<file path="config.mk">
export PLATFORM = sky130hd
export DESIGN_NAME = osd_osc_ctrl
export DESIGN_NICKNAME = d
export VERILOG_FILES = /design/src/osd_pkg.sv /design/src/osd_stop_sync.sv /design/src/osd_osc_ctrl.sv
export SDC_FILE = /design/constraint.sdc
export NUM_CORES = 1
export LEC_CHECK = 0
export BUFFER_PORTS_ARGS = -buffer_cell sky130_fd_sc_hd__clkbuf_2
export CAP_MARGIN = 25
export CORE_ASPECT_RATIO = 1.25
export CORE_MARGIN = 4
export CORE_UTILIZATION = 52
export CTS_BUF_LIST = sky130_fd_sc_hd__clkbuf_8 sky130_fd_sc_hd__clkbuf_16
export DETAILED_ROUTE_END_ITERATION = 8
export PLACE_DENSITY = 0.86
export SETUP_SLACK_MARGIN = 0.05
export SYNTH_ARGS = -nofsm -noshare
export SYNTH_HDL_FRONTEND = slang
export SYNTH_SLANG_ARGS = --single-unit
</file>
<file path="constraint.sdc">
create_clock -name clk_sys -period 4.75 [get_ports clk_sys]
set_input_delay 0.7125 -clock clk_sys [delete_from_list [all_inputs] [get_ports clk_sys]]
set_output_delay 0.7125 -clock clk_sys [all_outputs]
set_load 0.005 [all_outputs]
</file>
<file path="src/osd_pkg.sv">
package osd_pkg;

  // Register indices; byte address is four times the index
  localparam logic [31:0] IDX_CTRL  = 32'h0008_0040;
  localparam logic [31:0] IDX_STAT  = 32'h0008_0041;
  localparam logic [31:0] IDX_DRV   = 32'h0008_C293;
  localparam logic [31:0] IDX_PWR   = 32'h0008_C294;
  localparam logic [31:0] IDX_PROT  = 32'h0008_0050;
  localparam logic [31:0] IDX_CKSEL = 32'h0008_0051;
  localparam logic [31:0] IDX_SLOW  = 32'h0008_0052;

  // Decoded register select codes
  localparam logic [2:0] SEL_CTRL  = 3'h0;
  localparam logic [2:0] SEL_STAT  = 3'h1;
  localparam logic [2:0] SEL_DRV   = 3'h2;
  localparam logic [2:0] SEL_PWR   = 3'h3;
  localparam logic [2:0] SEL_PROT  = 3'h4;
  localparam logic [2:0] SEL_CKSEL = 3'h5;
  localparam logic [2:0] SEL_SLOW  = 3'h6;
  localparam logic [2:0] SEL_NONE  = 3'h7;

  // Field positions
  localparam int CTRL_IRQ_EN = 0;
  localparam int CTRL_DET_EN = 7;
  localparam int STAT_FLAG   = 0;
  localparam int DRV_LO      = 1;
  localparam int DRV_HI      = 3;
  localparam int RNG_LO      = 4;
  localparam int RNG_HI      = 5;
  localparam int SRC_EXT     = 6;
  localparam int PWR_OFF     = 0;
  localparam int PROT_A      = 0;
  localparam int PROT_B      = 1;
  localparam int SLOW_STOP   = 0;

  // Reset values and codes
  localparam logic [2:0] DRIVE_RST  = 3'h0;
  localparam logic [1:0] RANGE_RST  = 2'h1;
  localparam logic [2:0] CKSEL_RST  = 3'h0;
  localparam logic [2:0] CKSEL_MAIN = 3'h2;

  // Timing
  localparam int T_CLK_NS       = 50;
  localparam int T_SETTLE_NS    = 1000;
  localparam int SETTLE_W       = 16;
  localparam int SETTLE_CYC_INT = (T_SETTLE_NS + T_CLK_NS - 1) / T_CLK_NS;
  localparam logic [SETTLE_W-1:0] SETTLE_CYC_DEF = SETTLE_CYC_INT[SETTLE_W-1:0];
  localparam logic [1:0] CLEAR_WAIT = 2'h3;

  // Flag clearing sequence
  typedef enum logic [1:0] {
    CLR_IDLE  = 2'b00,
    CLR_ARMED = 2'b01,
    CLR_WAIT  = 2'b10
  } osd_clr_e;

  // Main oscillator configuration carried together
  typedef struct packed {
    logic       src_ext;
    logic [1:0] range;
    logic [2:0] drive;
  } osd_drive_s;

endpackage

</file>
<file path="src/osd_stop_sync.sv">
`timescale 1ns/1ps
module osd_stop_sync
  import osd_pkg::*;
(
  // Clock and reset
  input  wire logic clk_sys,
  input  wire logic reset_n,
  // Asynchronous stop level from the detector
  input  wire logic stop_async,
  // Synchronised level and its rising edge
  output logic      stop_level,
  output logic      stop_rise
);

  // Sync chain and edge history
  typedef struct packed {
    logic meta;
    logic sync;
    logic prev;
  } osd_sync_s;

  osd_sync_s s;       // Current state
  osd_sync_s next_s;  // Next state

  // Only the second stage reads the first
  always_comb
  begin
    next_s      = s;
    next_s.meta = stop_async;
    next_s.sync = s.meta;
    next_s.prev = s.sync;
  end

  // State register
  always_ff @(posedge clk_sys or negedge reset_n)
  begin
    if (!reset_n)
      s <= '0;
    else
      s <= next_s;
  end

  assign stop_level = s.sync;
  assign stop_rise  = s.sync & ~s.prev;

endmodule

</file>
<file path="src/osd_osc_ctrl.sv">
// Chosen here: register access over APB.
`timescale 1ns/1ps
// Overview of operation
// - interrupt enable gates interrupt and notification
// - detection works only while enable bit set
// - detection ignored until settling time passes
// - detection enabled forces slow oscillator running
// - writes stopping slow oscillator ignored then
// - detect enable cannot clear while flagged
// - standby refused while detection enabled
// - oscillator stop with detection sets flag
// - flag sticky after oscillation resumes
// - clear needs read one then write zero
// - flag reads zero three cycles after clear
// - clearing while stopped drops then resets flag
// - no clear while main oscillator selected
// - status upper bits read zero, writes ignored
// - external input selected releases crystal output
// - flag set substitutes slow clock for main
// - flag rise with enable raises interrupt
module osd_osc_ctrl
  import osd_pkg::*;
#(
  parameter logic [SETTLE_W-1:0] SETTLE_CYC = SETTLE_CYC_DEF
)
(
  // Clock and reset
  input  wire logic        clk_sys,
  input  wire logic        reset_n,
  // APB slave
  input  wire logic        psel,
  input  wire logic        penable,
  input  wire logic        pwrite,
  input  wire logic [31:0] paddr,
  input  wire logic [31:0] pwdata,
  output logic      [31:0] prdata,
  output logic             pready,
  output logic             pslverr,
  // Oscillator monitor and CPU
  input  wire logic        main_osc_stopped,
  input  wire logic        wait_exec,
  // Notifications and clock steering
  output logic             stop_detect_interrupt,
  output logic             poe_notify,
  output logic             use_slow_clock,
  output logic             slow_osc_run,
  output logic             standby_go,
  // Oscillator configuration
  output osd_drive_s       main_osc_cfg,
  output logic             fast_osc_power_off,
  output logic             crystal_output_oe
);

  // Whole block state
  typedef struct packed {
    logic                det_en;
    logic                irq_en;
    logic                flag;
    osd_clr_e            clr;
    logic [1:0]          clr_cnt;
    logic [SETTLE_W-1:0] settle;
    osd_drive_s          drv;
    logic                pwr_off;
    logic [1:0]          prot;
    logic [2:0]          cksel;
    logic                slow_stop;
    logic                irq;
    logic                port_output_enable_block;
    logic                use_slow;
    logic                standby;
    logic                crystal_output_pin_oe;
    logic [7:0]          rdata;
    logic                ready;
    logic                err;
  } osd_state_s;

  osd_state_s s;       // Current state
  osd_state_s next_s;  // Next state
  logic       stop_lvl;  // Synchronised stop level
  logic       stop_rise; // Synchronised stop onset
  logic       setup_ph;  // APB setup cycle
  logic       acc_done;  // APB access completes
  logic       settled;   // Detection has settled
  logic [2:0] sel_setup; // Register chosen at setup
  logic [2:0] sel_acc;   // Register chosen at access

  // Address decode shared by setup and access phases
  function automatic logic [2:0] reg_sel(input logic [31:0] a);
    logic [2:0] r;
    r = SEL_NONE;
    if (a == {IDX_CTRL[29:0], 2'b00})
      r = SEL_CTRL;
    else if (a == {IDX_STAT[29:0], 2'b00})
      r = SEL_STAT;
    else if (a == {IDX_DRV[29:0], 2'b00})
      r = SEL_DRV;
    else if (a == {IDX_PWR[29:0], 2'b00})
      r = SEL_PWR;
    else if (a == {IDX_PROT[29:0], 2'b00})
      r = SEL_PROT;
    else if (a == {IDX_CKSEL[29:0], 2'b00})
      r = SEL_CKSEL;
    else if (a == {IDX_SLOW[29:0], 2'b00})
      r = SEL_SLOW;
    return r;
  endfunction

  // Stop event crossing into the system clock
  osd_stop_sync i_osd_stop_sync (
    .clk_sys    (clk_sys),
    .reset_n    (reset_n),
    .stop_async (main_osc_stopped),
    .stop_level (stop_lvl),
    .stop_rise  (stop_rise)
  );

  assign setup_ph  = psel & ~penable;
  assign acc_done  = psel & penable & s.ready;
  assign sel_setup = reg_sel(paddr);
  assign sel_acc   = reg_sel(paddr);
  assign settled   = (s.settle >= SETTLE_CYC);

  // Next state of the whole block
  always_comb
  begin
    next_s         = s;
    next_s.standby = 1'b0;
    // Settling count restarts whenever detection is off
    if (!s.det_en)
      next_s.settle = '0;
    else if (!settled)
      next_s.settle = s.settle + 1'b1;
    // APB read data and answer prepared in the setup cycle
    next_s.ready = setup_ph;
    if (setup_ph)
    begin
      next_s.err   = (sel_setup == SEL_NONE);
      next_s.rdata = 8'h00;
      case (sel_setup)
        SEL_CTRL:  next_s.rdata = {s.det_en, 6'h00, s.irq_en};
        SEL_STAT:  next_s.rdata = {7'h00, s.flag};
        SEL_DRV:   next_s.rdata = {1'b0, s.drv, 1'b0};
        SEL_PWR:   next_s.rdata = {7'h00, s.pwr_off};
        SEL_PROT:  next_s.rdata = {6'h00, s.prot};
        SEL_CKSEL: next_s.rdata = {5'h00, s.cksel};
        SEL_SLOW:  next_s.rdata = {7'h00, s.slow_stop};
        default:   next_s.rdata = 8'h00;
      endcase
    end
    else if (acc_done)
      next_s.err = 1'b0;
    // Register effects at the completing access edge
    if (acc_done && !s.err)
    begin
      if (pwrite)
      begin
        case (sel_acc)
          SEL_CTRL:
          begin
            if (s.prot[PROT_A])
            begin
              next_s.irq_en = pwdata[CTRL_IRQ_EN];
              // Enable stays set while a stop is flagged
              next_s.det_en = pwdata[CTRL_DET_EN] | (s.det_en & s.flag);
            end
          end
          SEL_STAT:
          begin
            // Only a zero after reading one starts the clear
            if (s.prot[PROT_A] && !pwdata[STAT_FLAG] && s.clr == CLR_ARMED
                && s.cksel != CKSEL_MAIN)
            begin
              next_s.clr     = CLR_WAIT;
              next_s.clr_cnt = 2'h0;
            end
          end
          SEL_DRV:
          begin
            if (s.prot[PROT_B])
            begin
              next_s.drv.drive   = pwdata[DRV_HI:DRV_LO];
              next_s.drv.range   = pwdata[RNG_HI:RNG_LO];
              next_s.drv.src_ext = pwdata[SRC_EXT];
            end
          end
          SEL_PWR:
          begin
            if (s.prot[PROT_B])
              next_s.pwr_off = pwdata[PWR_OFF];
          end
          SEL_PROT:  next_s.prot  = pwdata[1:0];
          SEL_CKSEL: next_s.cksel = pwdata[2:0];
          SEL_SLOW:
          begin
            if (s.prot[PROT_A])
              next_s.slow_stop = pwdata[SLOW_STOP];
          end
          default:   next_s.err = 1'b0;
        endcase
      end
      else if (sel_acc == SEL_STAT && s.flag && s.clr == CLR_IDLE)
        next_s.clr = CLR_ARMED;
    end
    // Clearing sequence and sticky flag
    case (s.clr)
      CLR_WAIT:
      begin
        if (s.clr_cnt == CLEAR_WAIT - 2'h1)
        begin
          // A fresh onset wins; a lasting stop sets again next cycle
          next_s.flag = stop_rise & s.det_en & settled;
          next_s.clr  = CLR_IDLE;
        end
        else
          next_s.clr_cnt = s.clr_cnt + 2'h1;
      end
      CLR_ARMED:
      begin
        next_s.flag = s.flag | (stop_lvl & s.det_en & settled);
        if (!s.flag)
          next_s.clr = CLR_IDLE;
      end
      CLR_IDLE:  next_s.flag = s.flag | (stop_lvl & s.det_en & settled);
      default:   next_s.clr  = CLR_IDLE;
    endcase
    // Slow oscillator forced on while detecting
    if (next_s.det_en)
      next_s.slow_stop = 1'b0;
    // Standby only with detection off
    next_s.standby  = wait_exec & ~s.det_en;
    // Registered outputs follow the next state
    next_s.irq      = next_s.flag & next_s.irq_en;
    next_s.port_output_enable_block      = next_s.flag & next_s.irq_en;
    next_s.use_slow = next_s.flag;
    next_s.crystal_output_pin_oe  = ~next_s.drv.src_ext;
  end

  // State register
  always_ff @(posedge clk_sys or negedge reset_n)
  begin
    if (!reset_n)
    begin
      s           <= '0;
      s.drv.drive <= DRIVE_RST;
      s.drv.range <= RANGE_RST;
      s.cksel     <= CKSEL_RST;
      s.crystal_output_pin_oe   <= 1'b1;
    end
    else
      s <= next_s;
  end

  // Outputs straight from the state register
  assign prdata                = {24'h00_0000, s.rdata};
  assign pready                = s.ready;
  assign pslverr               = s.err;
  assign stop_detect_interrupt = s.irq;
  assign poe_notify            = s.port_output_enable_block;
  assign use_slow_clock        = s.use_slow;
  assign slow_osc_run          = ~s.slow_stop;
  assign standby_go            = s.standby;
  assign main_osc_cfg          = s.drv;
  assign fast_osc_power_off    = s.pwr_off;
  assign crystal_output_oe     = s.crystal_output_pin_oe;
endmodule

</file>
* Yosys cells after proc, flatten, opt, wreduce, memory -nomap -nowiden
Index checks and enable logic that the tools add are counted.
Widths: inputs -> output; s select.
** Word-level totals
- Word-level logic and storage cells :: 125
- Bits in writable memories :: 0
- ROM bits :: 0
- Register bits :: 52
- Bits in latches :: 0
- Memories :: 0
- Input port bits :: 71
** Cells by class
- Multipliers :: 0
- Eq/ne operators :: 19
- Shifts and indexed selects :: 0
- $add $sub $neg :: 2
- Muxes and demuxes :: 42
- Reductions and logical operators :: 21
- Magnitude comparators :: 1
- Divide/modulo/power cells :: 0
- Bitwise logic cells :: 18
** Operator list (count)
- $eq 32x22->1 const B :: 7
- $pmux 8 s7 :: 1
- $mux 16 :: 2
- $mux 13 :: 2
- $mux 2 :: 13
- $mux 3 :: 6
- $add 16x1->16 const B :: 1
- $ge 16x5->1 const B :: 1
- $eq 3x3->1 const B :: 4
- $mux 4 :: 3
- $mux 6 :: 2
- $reduce_and 4->1 :: 3
- $and 1x1->1 :: 11
- $mux 1 :: 11
- $reduce_bool 2->1 :: 4
- $reduce_or 7->1 :: 1
- $eq 3x2->1 const B :: 2
- $logic_and 1x1->1 :: 6
- $pmux 2 s3 :: 1
- $reduce_and 3->1 :: 2
- $not 1->1 :: 5
- $eq 2x2->1 const B :: 2
- $eq 3x1->1 const B :: 1
- $logic_not 3->1 :: 1
- other kinds (9) :: 11

* Depth between registers and ports, before layout
- Word-level depth :: 17
- Depth in mapped cells :: 7

* Hierarchy
Synthesis repeated with hierarchy kept, for this count alone.
** Unflattened totals
- Cells, all modules :: 266
- Area total of the unflattened synthesis :: 2752.6 sq um
** By module, submodules not included
- osd_osc_ctrl :: sequential area each 1228.7 sq um, times used 1, cells an instance 262, area each 2663.8 sq um
- osd_stop_sync :: sequential area each 75.1 sq um, times used 1, cells an instance 4, area each 88.8 sq um

* Least setup slack after synthesis
Ideal clock, no wire load.
- Path kind :: input-to-reg
- Start point :: input paddr[1]
- End point :: register s (netlist bit main_osc_cfg[0])
- Buffers on the path :: 1
- Required time :: 4623 ps
- Stages :: 6
- Arrival :: 2753 ps
- Setup slack :: 1869 ps
- Path through :: or4_4 or4_4 nor4_2 and3_1 buf_4 mux2_1
** On the way
- Longest elaborated chain between the ends :: 10
- Elaborated cells between the ends (all ways) :: 16
** Ends and longest elaborated chain
- start: declaration :: RTL line osd_osc_ctrl.sv:34 : input wire logic [31:0] paddr,
- $eq 32x22->1 :: RTL line osd_osc_ctrl.sv:103 : else if (a == {IDX_SLOW[29:0], 2'b00})
- $mux 1 :: RTL line osd_osc_ctrl.sv:103
- $mux 2 :: RTL line osd_osc_ctrl.sv:101 : else if (a == {IDX_CKSEL[29:0], 2'b00})
- $mux 2 :: RTL line osd_osc_ctrl.sv:99 : else if (a == {IDX_PROT[29:0], 2'b00})
- $mux 3 :: RTL line osd_osc_ctrl.sv:97 : else if (a == {IDX_PWR[29:0], 2'b00})
- $mux 3 :: RTL line osd_osc_ctrl.sv:95 : else if (a == {IDX_DRV[29:0], 2'b00})
- $mux 3 :: RTL line osd_osc_ctrl.sv:93 : else if (a == {IDX_STAT[29:0], 2'b00})
- $mux 3 * :: RTL line osd_osc_ctrl.sv:91 : if (a == {IDX_CTRL[29:0], 2'b00})
- $eq 3x2->1 * :: RTL line osd_osc_ctrl.sv:157 : case (sel_acc)
- $reduce_and 4->1 (no source line) *
- end signal: assignment :: RTL line osd_osc_ctrl.sv:250 : s <= next_s;
- end: declaration :: RTL line osd_osc_ctrl.sv:77 : osd_state_s s;
Mark *: on every way between the ends. The rest lies on a longest branch, timed or not.
A chain may end at the register's enable or synchronous reset.

* Worst setup path after layout
- Start point :: input paddr[1]
- End point :: register s[18] in the netlist's numbering
** On the way
- Longest elaborated chain between the ends :: 10
- Elaborated cells between the ends (all ways) :: 16
** Ends and longest elaborated chain (RTL line)
- $eq 32x22->1 :: osd_osc_ctrl.sv:103
- $mux 1 :: osd_osc_ctrl.sv:103
- $mux 2 :: osd_osc_ctrl.sv:101
- $mux 2 :: osd_osc_ctrl.sv:99
- $mux 3 :: osd_osc_ctrl.sv:97
- $mux 3 :: osd_osc_ctrl.sv:95
- $mux 3 :: osd_osc_ctrl.sv:93
- $mux 3 * :: osd_osc_ctrl.sv:91
- $eq 3x3->1 * :: osd_osc_ctrl.sv:157
- $reduce_and 3->1 (no source line) *
Marks and branches as above.

==> run summary <==
outcome -> complete, no violations
Final Cell Area -> 3138 um2
Hold Vio Cnt, Final -> 0
final slew viol count -> 0
final worst-path cycle share -> 58.54%
clock slew at reported path FFs -> 0.10 ns
leading cell type in the layout, fill and taps excluded -> clkbuf_2
CTS tree -> built
Mapped Cells -> 279
Critical Path Sink Type -> flop
clk_skew -> 0.01196 ns
Sw Pwr -> 182.9 uW
max cap viols -> 0
maximum clock frequency -> 0.3596 GHz
Post-synth EDFFs -> 0
Hold Path Class -> flop to flop
antenna fix cells -> 0
# setup viols final -> 0
commonest cells after routing, fill and taps aside -> clkbuf_2, dfrtp_1, nand2_1
hold buffers post-CTS -> 0
mapped cell area -> 2833 um2
Worst Path Required -> 4.94 ns
#FFs+latches synth -> 52
fraction of registers with async set/reset -> 100.0%
Area growth, synth to finish -> 10.78%
clk buf depth -> 2
Iteration-0 DRC Markers -> 186
CTS Sinks -> 52
YS warnings -> 0
Hold WS -> 0.3591 ns
full die area -> 6700 um2
sequential fraction of the synthesis area -> 46.02%
Final nets -> 411
worst-path fanout max -> 5
CTS Root Cell -> clkbuf_8
largest net degree at the start of global routing -> 53
CP Launch Type -> input pin
Netlist cell types -> 53
area of the multi-input gates -> 1266 um2
die height -> 90.52 um
vias per std cell -> 5.367
layout cells sized above 1 -> 30.97%
crit-path max cell delay -> 0.52 ns
routability cong. -> 0.8470
Peak VDD IR -> 0.2483 mV
combinational fraction of design power -> 8.1%
Site Rows -> 29
placed cell areas -> 3049 um2
Synth area leaders -> dfrtp_1, buf_4, nand2_1
Core ar. -> 5189 um2
vias in the first global route -> 2182
switching part of the total -> 24.13%
CTS resizes -> 0
Synth Flop Type -> dfrtp_1
Leak -> 0.001592 uW
Finished Layout Cells -> 401
via count -> 2152
fill count -> 445
CP max-delay cell -> or4_4
antenna viol nets, final -> 0
clk_lat worst skew -> 0.31 ns
gr usage total -> 17.97%
Routed WL -> 5863 um
post-CTS setup buffers -> 0
RSZ-0062 raised after global routing -> false
H-tree levels -> 2
cell taking the most area after synthesis -> dfrtp_1
relative slew slack -> 57.66%
GRT Residual Overflow -> 0
Residual DRC -> 0
global-route wire length before repair -> 9729 um
TritonRoute pass-1 iters -> 4
Post-Place Cells -> 393
post-synth top area share -> 44.17%
Port Buffers -> 69
Reg area -> 1304 um2
sequential share of power -> 59.5%
number of antenna violations at the first check in global routing -> 0
Detailed Place HPWL -> 4593 um
Clk pwr share -> 32.4%
crit path kind -> input pin to flop
setup_tns -> 0 ns
Least-Margin Pin Slew -> 0.6351 ns
Pint -> 574.8 uW
worst-path cell chain -> clkbuf_2 -> or4_4 -> or3_1 -> or3_4 -> nor3_4 -> and3_4 -> mux2_4
CTS buffer count -> 5
Starting Density -> 54.59%
Power Density -> 241.4 nW/um2
Post-Syn Area per Cell -> 10.15 um2
WP data arrival -> 2.97 ns
fin crit period -> 2.781 ns
Top Ports -> 118
Die Wd -> 74.02 um
WL/cell -> 14.62 um
sequential cells by signal (all words and copies together), names as in the netlist:
register                    count
standby_go                      1
pslverr                         1
use_slow_clock                  1
i_osd_stop_sync.stop_level      1
fast_osc_power_off              1
i_osd_stop_sync.next_s          1
crystal_output_oe               1
poe_notify                      1
i_osd_stop_sync.s               1
s                              28
prdata                          8
main_osc_cfg                    6
pready                          1
path summary, 6_finish.rpt:
| path | from | to | slack [ns] | cells after the start |
|---|---|---|---|---|
| min | i_osd_stop_sync.next_s[1]$_DFF_PN0_ | i_osd_stop_sync.stop_level$_DFF_PN0_ | 0.36 | 0 |
| max | paddr[1] | s[18]$_DFFE_PN0P_ | 1.97 | 7 |
| max reg2reg | pslverr$_DFF_PN0_ | poe_notify$_DFF_PN0_ | 2.53 | 6 |
| min in group asynchronous | reset_n | s[31]$_DFFE_PN0P_ | 0.51 | 2 |
| min reg2reg | i_osd_stop_sync.next_s[1]$_DFF_PN0_ | i_osd_stop_sync.stop_level$_DFF_PN0_ | 0.36 | 0 |
| max in group asynchronous | reset_n | fast_osc_power_off$_DFFE_PN0P_ | 3.81 | 2 |
routing by layer:
layer	track usage (%)	vias up	part of all wire (%)
li1	-	1039	-
met1	21.00	1052	40
met2	32.40	49	54
met3	2.561	12	3.8
met4	6.193	0	2.1
met5	0	-	0
metrics by stage:
stage / utilization (%) / total power [uW] / setup slack (ns)
after global placement: 58.77 / 519.2 / 1.674
final: 60.48 / 757.7 / 1.969
after floorplan: - / 497.1 / 1.869
after detailed placement: 58.77 / 521.3 / 1.653
after CTS: 60.48 / 762.8 / 1.970
after global routing: 60.48 / 791.1 / 1.917
cell families (layout without fill, tap and decap cells):
kind of cell | after synthesis | in the layout | share of synthesized area [%]
AOI/OAI and AO/OA | 26 | 26 | 5.963
xor gates and xnor gates | 3 | 3 | 0.9277
adders and majority gates | 2 | 2 | 0.8833
buffers and inverters | 53 | 90 | 12.32
DFF | 52 | 52 | 46.02
muxes | 15 | 15 | 6.493
other | 1 | 24 | 0.1324
and+or+nand+nor | 127 | 127 | 27.25
power groups by stage:
stage | clock network (uW) | registers (uW) | logic [uW]
final | 245 | 451 | 61.3
after global routing | 270 | 452 | 69.2
after CTS | 250 | 451 | 61.6
after detailed placement | 0 | 460 | 61.6
after global placement | 0 | 460 | 59.6
after floorplan | 0 | 459 | 38.0
critical path: cells and delay by family:
kind	cells	cell delay, ns
buffers and inverters	1	0.09
multiplexers	1	0.30
AND/OR/NAND/NOR	5	1.87
synthesized netlist by cell type (4+ instances only):
library cell / instances
nand2_1: 26
mux2_4: 5
nand4_1: 5
dfrtp_1: 50
nand3_1: 13
inv_1: 9
and2_1: 13
or3_1: 4
o21ai_0: 9
nor3_1: 4
nor2_1: 16
mux2_1: 5
buf_4: 40
nor4_1: 14
final cells by class:
type / count / area share, %
multi-input combinational: 197 / 40.35
clock buffer: 5 / 2.193
clock inverter: 3 / 0.6380
sequential: 52 / 41.55
tap: 62 / 2.472
timing repair buffer: 71 / 11.48
inverter: 11 / 1.316
Note: power is estimated with default switching activity, not from simulation.
